<file path="config.mk">
export PLATFORM = sky130hd
export DESIGN_NAME = omc_mode_ctrl
export DESIGN_NICKNAME = d
export VERILOG_FILES = /design/src/rtl/omc_pkg.sv /design/src/rtl/omc_sync_pulse.sv /design/src/rtl/omc_mode_ctrl.sv
export SDC_FILE = /design/constraint.sdc
export NUM_CORES = 1
export LEC_CHECK = 0
export ABC_AREA = 1
export ABC_CLOCK_PERIOD_IN_PS = 1490
export BUFFER_PORTS_ARGS = -buffer_cell sky130_fd_sc_hd__buf_4
export CAP_MARGIN = 15
export CORE_UTILIZATION = 46
export DETAILED_ROUTE_END_ITERATION = 12
export PLACE_DENSITY = 0.81
export SYNTH_ARGS = -nofsm -noshare
export SYNTH_HDL_FRONTEND = slang
export SYNTH_SLANG_ARGS = --single-unit
</file>
<file path="constraint.sdc">
create_clock -name mclk -period 1.49 [get_ports mclk]
set_input_delay 0.0745 -clock mclk [delete_from_list [all_inputs] [get_ports mclk]]
set_output_delay 0.0745 -clock mclk [all_outputs]
set_load 0.01 [all_outputs]
</file>
<file path="src/rtl/omc_pkg.sv">
package omc_pkg;

  // ***************************************
  // operating modes, gray coded
  // ***************************************
  typedef enum logic [1:0] {
    OMC_RESET   = 2'h0,
    OMC_ACTIVE  = 2'h1,
    OMC_STANDBY = 2'h3,
    OMC_SLEEP   = 2'h2
  } omc_mode_t;

  // ***************************************
  // counts and reset values
  // ***************************************
  localparam logic [3:0] OMC_RST_HOLD_CYC = 4'h2;  // countdown loaded on reset; reset lasts one cycle more than this after release
  localparam logic       OMC_GUARD_RST    = 1'h0;  // write-guard after power-up

endpackage

</file>
<file path="src/rtl/omc_sync_pulse.sv">
`timescale 1ns/1ps
// one-cycle delay of the port write event, lining it up with the state register
module omc_sync_pulse (
  input  wire logic mclk,
  input  wire logic rst_b,
  input  wire logic trig,
  output logic      pulse
);

  // ***************************************
  // single register stage
  // ***************************************
  typedef struct packed {
    logic pulse;
  } omc_pulse_t;

  omc_pulse_t pl_q;
  omc_pulse_t pl_d;

  // next value is simply this cycle's event
  always_comb begin
    pl_d       = pl_q;
    pl_d.pulse = trig;
  end

  // no pulse may leak out of reset
  always_ff @(posedge mclk or negedge rst_b) begin
    if (!rst_b) begin
      pl_q <= '0;
    end else begin
      pl_q <= pl_d;
    end
  end

  assign pulse = pl_q.pulse;

endmodule

</file>
<file path="src/rtl/omc_mode_ctrl.sv">
`timescale 1ns/1ps
module omc_mode_ctrl
  import omc_pkg::*;
(
  input  wire logic mclk,
  input  wire logic rst_b,
  input  wire logic resetPin,
  input  wire logic resetPinDriven,
  input  wire logic portaComboRst,
  input  wire logic otherSysRst,
  input  wire logic haltExec,
  input  wire logic sleepWrite,
  input  wire logic sleepWriteVal,
  input  wire logic guardWrite,
  input  wire logic guardWriteVal,
  input  wire logic irqPending,
  input  wire logic portWriteBcd,
  output logic      instrClkEn,
  output logic      periphClkEn,
  output logic      oscRun,
  output logic      cpuResetOut,
  output logic      sleepFlag,
  output logic      sleepGuard,
  output logic      resetStrobeOutput,
  output logic      resumeAfterHalt
);

  // ***************************************
  // state
  // ***************************************
  // hold counter keeps the core in reset a few cycles after every source drops
  typedef struct packed {
    omc_mode_t  mode;
    logic [3:0] holdCnt;
    logic       sleepFlag;
    logic       guard;
    logic       instrClkEn;
    logic       periphClkEn;
    logic       oscRun;
    logic       cpuReset;
    logic       resume;
    logic       strobe;
  } omc_state_t;

  omc_state_t st_q;
  omc_state_t st_d;
  logic       extRst;
  logic       anyRst;
  logic       wakeRst;
  logic       strobeEv;
  logic       strobePulse;

  // undriven pin reads low, standing in for the pull-down
  assign extRst   = resetPinDriven & resetPin;
  assign wakeRst  = extRst | portaComboRst;
  assign anyRst   = wakeRst | otherSysRst;
  assign strobeEv = portWriteBcd & (st_q.mode == OMC_ACTIVE);

  // oscillator and peripheral clocks share one decode
  function automatic logic clocksRun(input omc_mode_t m);
    return m != OMC_SLEEP;
  endfunction

  // ***************************************
  // next-state logic
  // ***************************************
  // one arm per mode; a reset request outranks every mode change, but a guard write in ACTIVE still lands
  always_comb begin
    st_d        = st_q;
    st_d.resume = 1'h0;
    case (st_q.mode)
      OMC_RESET: begin
        if (anyRst) begin
          st_d.holdCnt = OMC_RST_HOLD_CYC;
        end else if (st_q.holdCnt != 4'h0) begin
          st_d.holdCnt = st_q.holdCnt - 4'h1;
        end else begin
          st_d.mode = OMC_ACTIVE;
        end
      end
      OMC_ACTIVE: begin
        // guard must be set beforehand; same-cycle guard write does not count
        if (anyRst) begin
          st_d.mode    = OMC_RESET;
          st_d.holdCnt = OMC_RST_HOLD_CYC;
        end else if (sleepWrite && sleepWriteVal && st_q.guard) begin
          st_d.mode      = OMC_SLEEP;
          st_d.sleepFlag = 1'h1;
        end else if (haltExec) begin
          st_d.mode = OMC_STANDBY;
        end
        if (guardWrite) begin
          st_d.guard = guardWriteVal;
        end
      end
      OMC_STANDBY: begin
        if (anyRst) begin
          st_d.mode    = OMC_RESET;
          st_d.holdCnt = OMC_RST_HOLD_CYC;
        end else if (irqPending) begin
          st_d.mode   = OMC_ACTIVE;
          st_d.resume = 1'h1;
        end
      end
      OMC_SLEEP: begin
        // interrupts and internal resets cannot act with oscillator stopped
        if (wakeRst) begin
          st_d.mode      = OMC_RESET;
          st_d.holdCnt   = OMC_RST_HOLD_CYC;
          st_d.sleepFlag = 1'h0;
        end
      end
      default: begin
        st_d.mode = OMC_RESET;
      end
    endcase
    // clock gating follows the next mode; pins and registers are not touched
    st_d.instrClkEn  = (st_d.mode == OMC_ACTIVE);
    st_d.periphClkEn = clocksRun(st_d.mode);
    st_d.oscRun      = clocksRun(st_d.mode);
    st_d.cpuReset    = (st_d.mode == OMC_RESET);
    st_d.strobe      = st_d.cpuReset | strobePulse;
  end

  // ***************************************
  // state register
  // ***************************************
  always_ff @(posedge mclk or negedge rst_b) begin
    if (!rst_b) begin
      st_q             <= '0;
      st_q.mode        <= OMC_RESET;
      st_q.holdCnt     <= OMC_RST_HOLD_CYC;
      st_q.guard       <= OMC_GUARD_RST;
      st_q.periphClkEn <= 1'h1;
      st_q.oscRun      <= 1'h1;
      st_q.cpuReset    <= 1'h1;
      st_q.strobe      <= 1'h1;
    end else begin
      st_q <= st_d;
    end
  end

  // strobe event delayed one cycle to align with register outputs
  omc_sync_pulse u_strobe (
    .mclk  (mclk),
    .rst_b (rst_b),
    .trig  (strobeEv),
    .pulse (strobePulse)
  );

  // ***************************************
  // outputs
  // ***************************************
  // every output is a field of the state register
  assign instrClkEn        = st_q.instrClkEn;
  assign periphClkEn       = st_q.periphClkEn;
  assign oscRun            = st_q.oscRun;
  assign cpuResetOut       = st_q.cpuReset;
  assign sleepFlag         = st_q.sleepFlag;
  assign sleepGuard        = st_q.guard;
  assign resetStrobeOutput = st_q.strobe;
  assign resumeAfterHalt   = st_q.resume;
endmodule

</file>
Word level (Yosys, flattened, before mapping). Cells that the tools add are included.

Register bits: 14. Output and inout bits: 8. Bits of input ports: 13.

Eq/ne operators: 9. Multiplexer cells: 18. $add $sub $neg: 1. Reduce and logical (&&, ||, !) cells: 9. Bitwise logic cells: 5.

Operators by type and width (count): case mux 6 bit (4 select lines) (1); two-way mux 2 bit (7); two-way mux 4 bit (3); two-way mux 7 bit (1); != test 2 bit, second input constant (3); two-way mux 1 bit (5); equality test 2 x 1 -> 1 bit, second input constant (2); equality test 2 bit, second input constant (2); logical NOT 2 bit (2); AND reduction 2 bit (2); AND reduction 4 bit (1); nonzero test 4 bit (1); subtractor 4 x 1 -> 4 bit, second input constant (1); != test 3 bit, second input constant (1); OR 1 bit (3); AND 1 bit (2); logical AND 1 bit (2); != test 2 x 1 -> 1 bit, second input constant (1); case mux 1 bit (2 select lines) (1); nonzero test 2 bit (1).

Longest topological paths before layout. Gate-level depths: netlist of the first run.

Depth in word-level cells: 7. Depth in mapped cells: 8. Depth with buffers taken out: 8.

Hierarchy. Synthesis of the first run repeated with hierarchy kept, for this count alone.

Cell total of the unflattened synthesis: 97. Area total of the unflattened synthesis: 779.5 µm².

Modules (own cells, without submodules): omc_mode_ctrl (area an instance 754.5 µm², seq. area each 330.3 µm², cells each 96, instances 1); omc_sync_pulse (area an instance 25.0 µm², seq. area each 25.0 µm², cells each 1, instances 1).

Worst setup path after synthesis of the first run. Ideal clock, no wire load.

Path type: register to register. From: register st_q[9] in the netlist's numbering. To: register st_q[10] in the netlist's numbering. Setup slack: 228 ps. Arrival: 1198 ps. Buffers on the path: 0. Library setup time: 65 ps. Cell stages (with the launch flop): 8. Path through: dfstp_2 > inv_1 > ha_1 > nand2_1 > nor2_1 > a21oi_1 > nand2_1 > nand2_1.

Cells in the longest elaborated chain, start to end: 4. Elaborated cells on any way between the ends: 7. Classes of those cells: add/sub (1); eq/ne (1); mux (3); reduce/logical (2).

RTL lines: start: declaration (line omc_mode_ctrl.sv:45) `omc_state_t st_q;`; start signal: assignment (line omc_mode_ctrl.sv:139) `st_q <= st_d;`; subtractor 4 x 1 -> 4 bit (line omc_mode_ctrl.sv:76) `st_d.holdCnt = st_q.holdCnt - 4'h1;`; two-way mux 4 bit (line omc_mode_ctrl.sv:75) `end else if (st_q.holdCnt != 4'h0) begin`; two-way mux 4 bit (line omc_mode_ctrl.sv:73) `if (anyRst) begin`; case mux 6 bit (4 select lines) (line omc_mode_ctrl.sv:71) `case (st_q.mode)`.

Parallel ways exist; a longest one is shown, timed or not. The select of a mux whose other input is x is not followed. A chain may end at the register's enable or synchronous reset.

Worst setup path after layout of the first run.
From: register st_q[8] in the netlist's numbering. To: register st_q[8] in the netlist's numbering.

Same word-level chain as after synthesis.

==> impl_metrics.json, run 1 <==
{
  "status": "complete, but fails checks",
  "failed_checks": "DRC",
  "p_leak_nw": 0.565,
  "final_common_cell": "nand2_1",
  "synth_cells": 97,
  "path_class": "flop to flop",
  "fin_skew_ns": 0.00546,
  "path_clk_slew_ns": 0.09,
  "layout-drive-gt1-share_pct": 38.8,
  "ys_types": 24,
  "mostFrequentLayoutCells": "28 x nand2_1, 20 x buf_4, 10 x inv_1, 10 x dfrtp_1, 8 x nor2_1",
  "total_power_mw": 0.933,
  "timing.fmax_ghz": 0.682,
  "path_cells": "inv_1, ha_1, nand2_1, nor2_1, nand2_4, nand2_2, nand2_1, nand2_1",
  "clkSinkCount": 14,
  "detail-route-antenna-nets": 0,
  "synth_top_cell_area_share_pct": 31.5,
  "finalSetupViolCount": 0,
  "routedWlPerCell_um": 11.7,
  "cts_tree": "yes",
  "fill_cells": 125,
  "clockRootBuffer": "clkbuf_4",
  "powerDensity_nw_per_um2": 928,
  "multi_input_area_um2": 378,
  "synthToLayoutAreaGrowth_pct": 26.8,
  "h-tree-depth": 1,
  "synth_area_leader_cell": "dfrtp_1",
  "dp.final_hpwl_um": 1250,
  "clock_latency_ns": 0.29,
  "synth_seq_cells": 14,
  "regArea_um2": 355,
  "design.die.area_um2": 1890,
  "grt_max_degree": 15,
  "r2r-start": "st_q[8]",
  "die_w_um": 43.5,
  "cts_buffers": 3,
  "gp_congestion": 0.870,
  "worstPathRequired_ns": 1.72,
  "avgSynthCellArea_um2": 8.18,
  "route.detailed.drc": 2,
  "vdd_ir_drop_max_v": 0.000772,
  "first_global_vias": 620,
  "crit_buf_inv": 1,
  "grtUsageTotal_pct": 17.8,
  "first_pass_iters": 8,
  "setup_slack_ns": 0.0247,
  "place_ws_ns": 0.115,
  "synth_area_leaders": "dfrtp_1 32%, dfstp_2 13%, nand2_1 13%",
  "startpoint": "st_q[8]",
  "vias_per_cell": 5.22,
  "core_um2": 1560,
  "vias": 715,
  "dp_cells": 132,
  "start_kind": "flop",
  "dr.first_iter.drc_count": 13,
  "relSlewSlack_pct": 78.0,
  "hold_path.startpoint": "guardWriteVal",
  "period_share_pct": 98.3,
  "cp_slowest_stage_delay_ns": 0.39,
  "cap_violations": 0,
  "grt.overflow.total": 0,
  "critPathTopFamily": "simple AND/OR/NAND/NOR gates",
  "yosysWarnings": 0,
  "hp-class": "primary input to flop",
  "nNetsFinal": 136,
  "die_height_um": 43.5,
  "timing.final.hold_violations": 0,
  "syn-cell-area_um2": 793,
  "end_kind": "flop",
  "grt_pass1_wl_um": 2440,
  "critical_path.most_common_cell": "nand2_1",
  "fin_crit_ns": 1.47,
  "portBuffers": 20,
  "syn_nets": 111,
  "antenna_cells": 0,
  "num_rows": 14,
  "report.final.slew_viol_count": 0,
  "wirelength_um": 1610,
  "start_util_pct": 50.9,
  "timing.reg2reg.setup_slack_ns": 0.02,
  "clockBufferDepth": 2,
  "worst_pin_slew_ns": 0.329,
  "critPathMaxFanout": 5,
  "cp_slowest_cell": "dfrtp_1",
  "antenna_found_initial": 0,
  "cts_setup_buffers": 0,
  "seq_area_frac_synth_pct": 44.8,
  "final_cells": 137,
  "ios": 21,
  "worstPathArrival_ns": 1.69
}
## Yosys cell counts, drive strengths merged
library cell and count:
nor2 12, nor3 1, a21oi 3, nand4 3, buf 1, nand2 32, nor3b 1, dfstp 4
o21ai 3, nand3 8, ha 1, xor2 1, mux2 1, inv 15, nand3b 1, dfrtp 10
## sequential cells by signal (all words and copies together), names as in the netlist
name	count
cpuResetOut	1
u_strobe.pulse	1
sleepFlag	1
sleepGuard	1
resetStrobeOutput	1
oscRun	1
st_q	6
resumeAfterHalt	1
instrClkEn	1
## report_power, final
part | leakage [nW] | switching [mW] | internal (mW) | total (mW)
clock network | 0.0210 | 0.130 | 0.149 | 0.279
logic | 0.364 | 0.111 | 0.102 | 0.214
registers | 0.179 | 0.0233 | 0.417 | 0.440
total | 0.565 | 0.265 | 0.668 | 0.933
## worst register-to-register path, stage by stage, from the launching register on
cell	delay, ns
dfrtp_1	0.39
inv_1	0.14
ha_1	0.21
nand2_1	0.06
nor2_1	0.27
nand2_4	0.12
nand2_2	0.10
nand2_1	0.06
nand2_1	0.07
## layout make-up
class                   instances  area share, %
well taps                      16           1.99
flip-flops and latches         14           35.3
clock buffers                   4           3.61
multi-input cells              67           37.6
inverters                      15           5.60
repair buffers                 21           15.9
## kinds of logic (layout without fill, tap and decap cells)
logic type	after synthesis	count (layout)	synth area share [%]
buffers and inverters	16	40	8.05
XOR/XNOR	1	1	1.10
flip-flops	14	14	44.8
AO/OA/AOI/OAI	6	6	5.21
AND/OR/NAND/NOR	58	58	37.4
multiplexers	1	1	1.89
adder cells (fa/ha/maj)	1	1	1.58
## metal layers
| layer | vias up | track usage, % | share of wire (%) |
|---|---|---|---|
| li1 | 352 | - | - |
| met1 | 333 | 20.9 | 41 |
| met2 | 25 | 30.3 | 52 |
| met3 | 5 | 2.92 | 4.7 |
| met4 | 0 | 11.3 | 2.3 |
| met5 | - | 0 | 0 |
## worst paths after layout
| check | endpoint | cells after the start |
|---|---|---|
| hold reg to reg | resetStrobeOutput | 2 |
| setup reg to reg | st_q[8] | 8 |
| setup / recovery | st_q[8] | 8 |
| max in group asynchronous | oscRun | 2 |
| min in group asynchronous | st_q[10] | 2 |
| hold / removal | sleepGuard | 2 |
## metrics by stage
step / cell area [um^2] / hold slack [ns] / setup TNS (ns) / utilization, %
final: 1010 / 0.0135 / 0 / 64.5
after CTS: 1000 / 0.0130 / 0 / 64.3
after global placement: 956 / -0.0702 / 0 / 61.3
after floorplan: 793 / -0.221 / 0 / -
after global routing: 1010 / 0.0146 / -0.269 / 64.5
after detailed placement: 956 / -0.0663 / 0 / 61.3
## timing repair
item,CTS,global route
endpoints found under the setup margin,0,2
resized for setup,0,1
hold buffers,1,0
hold endpoints to repair,14,0
Power figures use the tool's default switching activity.
==> inputs of run 2 (changes only) <==
--- a/config.mk
+++ b/config.mk
@@ -5,13 +5,14 @@
 export SDC_FILE = /design/constraint.sdc
 export NUM_CORES = 1
 export LEC_CHECK = 0
-export ABC_AREA = 1
+export ABC_AREA = 0
 export ABC_CLOCK_PERIOD_IN_PS = 1490
 export BUFFER_PORTS_ARGS = -buffer_cell sky130_fd_sc_hd__buf_4
 export CAP_MARGIN = 15
 export CORE_UTILIZATION = 46
 export DETAILED_ROUTE_END_ITERATION = 12
-export PLACE_DENSITY = 0.81
+export MAX_ROUTING_LAYER = met4
+export PLACE_DENSITY = 0.83
 export SYNTH_ARGS = -nofsm -noshare
 export SYNTH_HDL_FRONTEND = slang
 export SYNTH_SLANG_ARGS = --single-unit
==> run 2 against run 1 <==
The run ends with setup timing left. Global-route usage grew 7.7 points. First-iteration DRC count shrank 38%. Critical path type unchanged. Largest cell class is now registers. Sequential cell count is the same.
==> impl_metrics.json, run 2 <==
{
  "pwr-share-clk_pct": 31.8,
  "setup_slack_ns": -0.0356,
  "gp_congestion": 0.740,
  "avgSynthCellArea_um2": 10.8,
  "powerDensity_nw_per_um2": 841,
  "pwr-share-seq_pct": 49.2,
  "vias_per_cell": 5.90,
  "timing.final.hold_violations": 0,
  "startpoint": "st_q[8]",
  "fin_util_pct": 75.5,
  "final_cells": 108,
  "async_flop_share_pct": 100,
  "top_register": "st_q",
  "r2r-start": "st_q[8]",
  "cap_violations": 0,
  "fin_skew_ns": 0.00281,
  "report.final.slew_viol_count": 0,
  "hold_path.startpoint": "guardWriteVal",
  "num_rows": 13,
  "switching_share_pct": 24.6,
  "design.die.area_um2": 1610,
  "grt_pass1_wl_um": 2480,
  "synth_cells": 62,
  "core_um2": 1330,
  "synth_area_leaders": "dfrtp_1 37%, dfstp_2 16%, o21ai_0 3.0%",
  "vias": 637,
  "die_height_um": 40.2,
  "dr.first_iter.drc_count": 8,
  "fin_crit_ns": 1.53,
  "detail-route-antenna-nets": 0,
  "portBuffers": 20,
  "vdd_ir_drop_max_v": 0.000439,
  "layout-drive-gt1-share_pct": 58.1,
  "dp_cells": 101,
  "ios": 21,
  "total_power_mw": 0.847,
  "end_kind": "flop",
  "dp.final_hpwl_um": 1100,
  "p_switching_mw": 0.209,
  "critPathMaxFanout": 3,
  "wirelength_um": 1710,
  "antenna_found_initial": 0,
  "synth_common_cells": "10 x dfrtp_1, 5 x inv_1, 4 x dfstp_2, 4 x nand2_1, 4 x o21ai_0",
  "start_kind": "flop",
  "largest_reg_flops": 6,
  "synth_edf_count": 0,
  "tns_ns": -0.0356,
  "worst_pin_slew_ns": 0.354,
  "p_comb_share_pct": 19.0,
  "final_common_cell": "buf_4",
  "grt.overflow.total": 0,
  "clkSinkCount": 14,
  "ys_types": 32,
  "syn_nets": 76,
  "p_leak_nw": 0.451,
  "start_util_pct": 50.3,
  "grtUsageTotal_pct": 25.5,
  "synth-main-ff-cell": "dfrtp_1",
  "yosysMostFrequentCell": "dfrtp_1",
  "timing.fmax_ghz": 0.655,
  "first_global_vias": 593,
  "cts_tree": "yes",
  "clockBufferDepth": 2,
  "first_pass_iters": 4,
  "h-tree-depth": 1,
  "worstPathRequired_ns": 1.70,
  "grt_max_degree": 15,
  "place_ws_ns": -0.0802,
  "p_int_mw": 0.638,
  "period_share_pct": 102,
  "mostFrequentLayoutCells": "28 x buf_4, 8 x dfrtp_1, 4 x nand2_1, 4 x dfstp_2",
  "grt_setup_unrepaired": "yes",
  "syn-cell-area_um2": 671,
  "hp-class": "primary input to flop",
  "clockRootBuffer": "clkbuf_4",
  "die_w_um": 40.2,
  "routedWlPerCell_um": 15.8,
  "clock_latency_ns": 0.28,
  "relSlewSlack_pct": 76.4,
  "cts_buffers": 3,
  "antenna_cells": 0,
  "finalSetupViolCount": 1,
  "failed_checks": "setup timing",
  "yosysWarnings": 0,
  "nNetsFinal": 108,
  "path_clk_slew_ns": 0.08,
  "synth_top_cell_area_share_pct": 37.3,
  "path_class": "flop to flop",
  "status": "complete, but fails checks",
  "synthToLayoutAreaGrowth_pct": 50.2,
  "synth_seq_cells": 14,
  "route.detailed.drc": 0,
  "worstPathArrival_ns": 1.74,
  "synth_area_leader_cell": "dfrtp_1",
  "seq_area_frac_synth_pct": 53.0
}
## run 2: metal layers
layer / global-route usage, % / routed length (um) / vias to the layer above
li1: - / - / 282
met1: 25.8 / 661 / 311
met2: 44.0 / 906 / 35
met3: 6.11 / 97 / 9
met4: 15.8 / 40 / 0
met5: - / 0 / -
## run 2: cell type report
class / instances / area [um^2]
Inverter: 5 / 18.8
Sequential cell: 14 / 358
Multi-Input combinational cell: 41 / 355
Timing Repair Buffer: 29 / 220
Tap cell: 15 / 18.8
Clock buffer: 4 / 36.3
Fill cell: 91 / 327
## run 2: path summary, 6_finish.rpt
path                                endpoint  slack, ns  cells past startpoint
setup / recovery                  instrClkEn      -0.04                      6
hold / removal                    sleepGuard       0.04                      2
setup reg to reg                  instrClkEn      -0.04                      6
hold reg to reg            resetStrobeOutput       0.45                      1
max in group asynchronous             oscRun       1.08                      2
min in group asynchronous     u_strobe.pulse       0.18                      2
## run 2: power by group through the flow
stage / sequential [mW] / combinational (mW) / clock, mW
2_1_floorplan: 0.422 / 0.0498 / 0
3_3_place_gp: 0.418 / 0.119 / 0
3_5_place_dp: 0.420 / 0.124 / 0
4_1_cts: 0.414 / 0.142 / 0.273
5_1_grt: 0.419 / 0.173 / 0.290
6_report: 0.417 / 0.161 / 0.270
## run 2: timing repair
action                     in CTS  in global routing
hold endpoints to repair       14                  0
pin swaps                       3                  8
setup buffers                   0                  2
hold buffers                    1                  0
setup endpoints to repair       9                  9
resized for setup              10                  8
## run 2: cells by family after synthesis
family          count (synthesis)  synth area share, %
compound gates                 15                 17.0
fa+ha+maj                       1                 1.87
buf+inv                         7                 5.04
flops                          14                 53.0
mux                             1                 1.68
simple gates                   24                 21.5
## run 2: through the flow
stage | area (um^2) | hold slack (ns)
3_3_place_gp | 870 | -0.0701
2_1_floorplan | 671 | -0.221
6_report | 1010 | 0.0403
5_1_grt | 1010 | 0.0331
3_5_place_dp | 870 | -0.0703
4_1_cts | 968 | 0.0436
## run 2: critical path: stages (launching register included)
cell and delay, ns:
dfrtp_1 0.40, inv_2 0.08, ha_4 0.13, nor3b_4 0.28
nand2_1 0.11, a211o_1 0.34, nor2_1 0.11
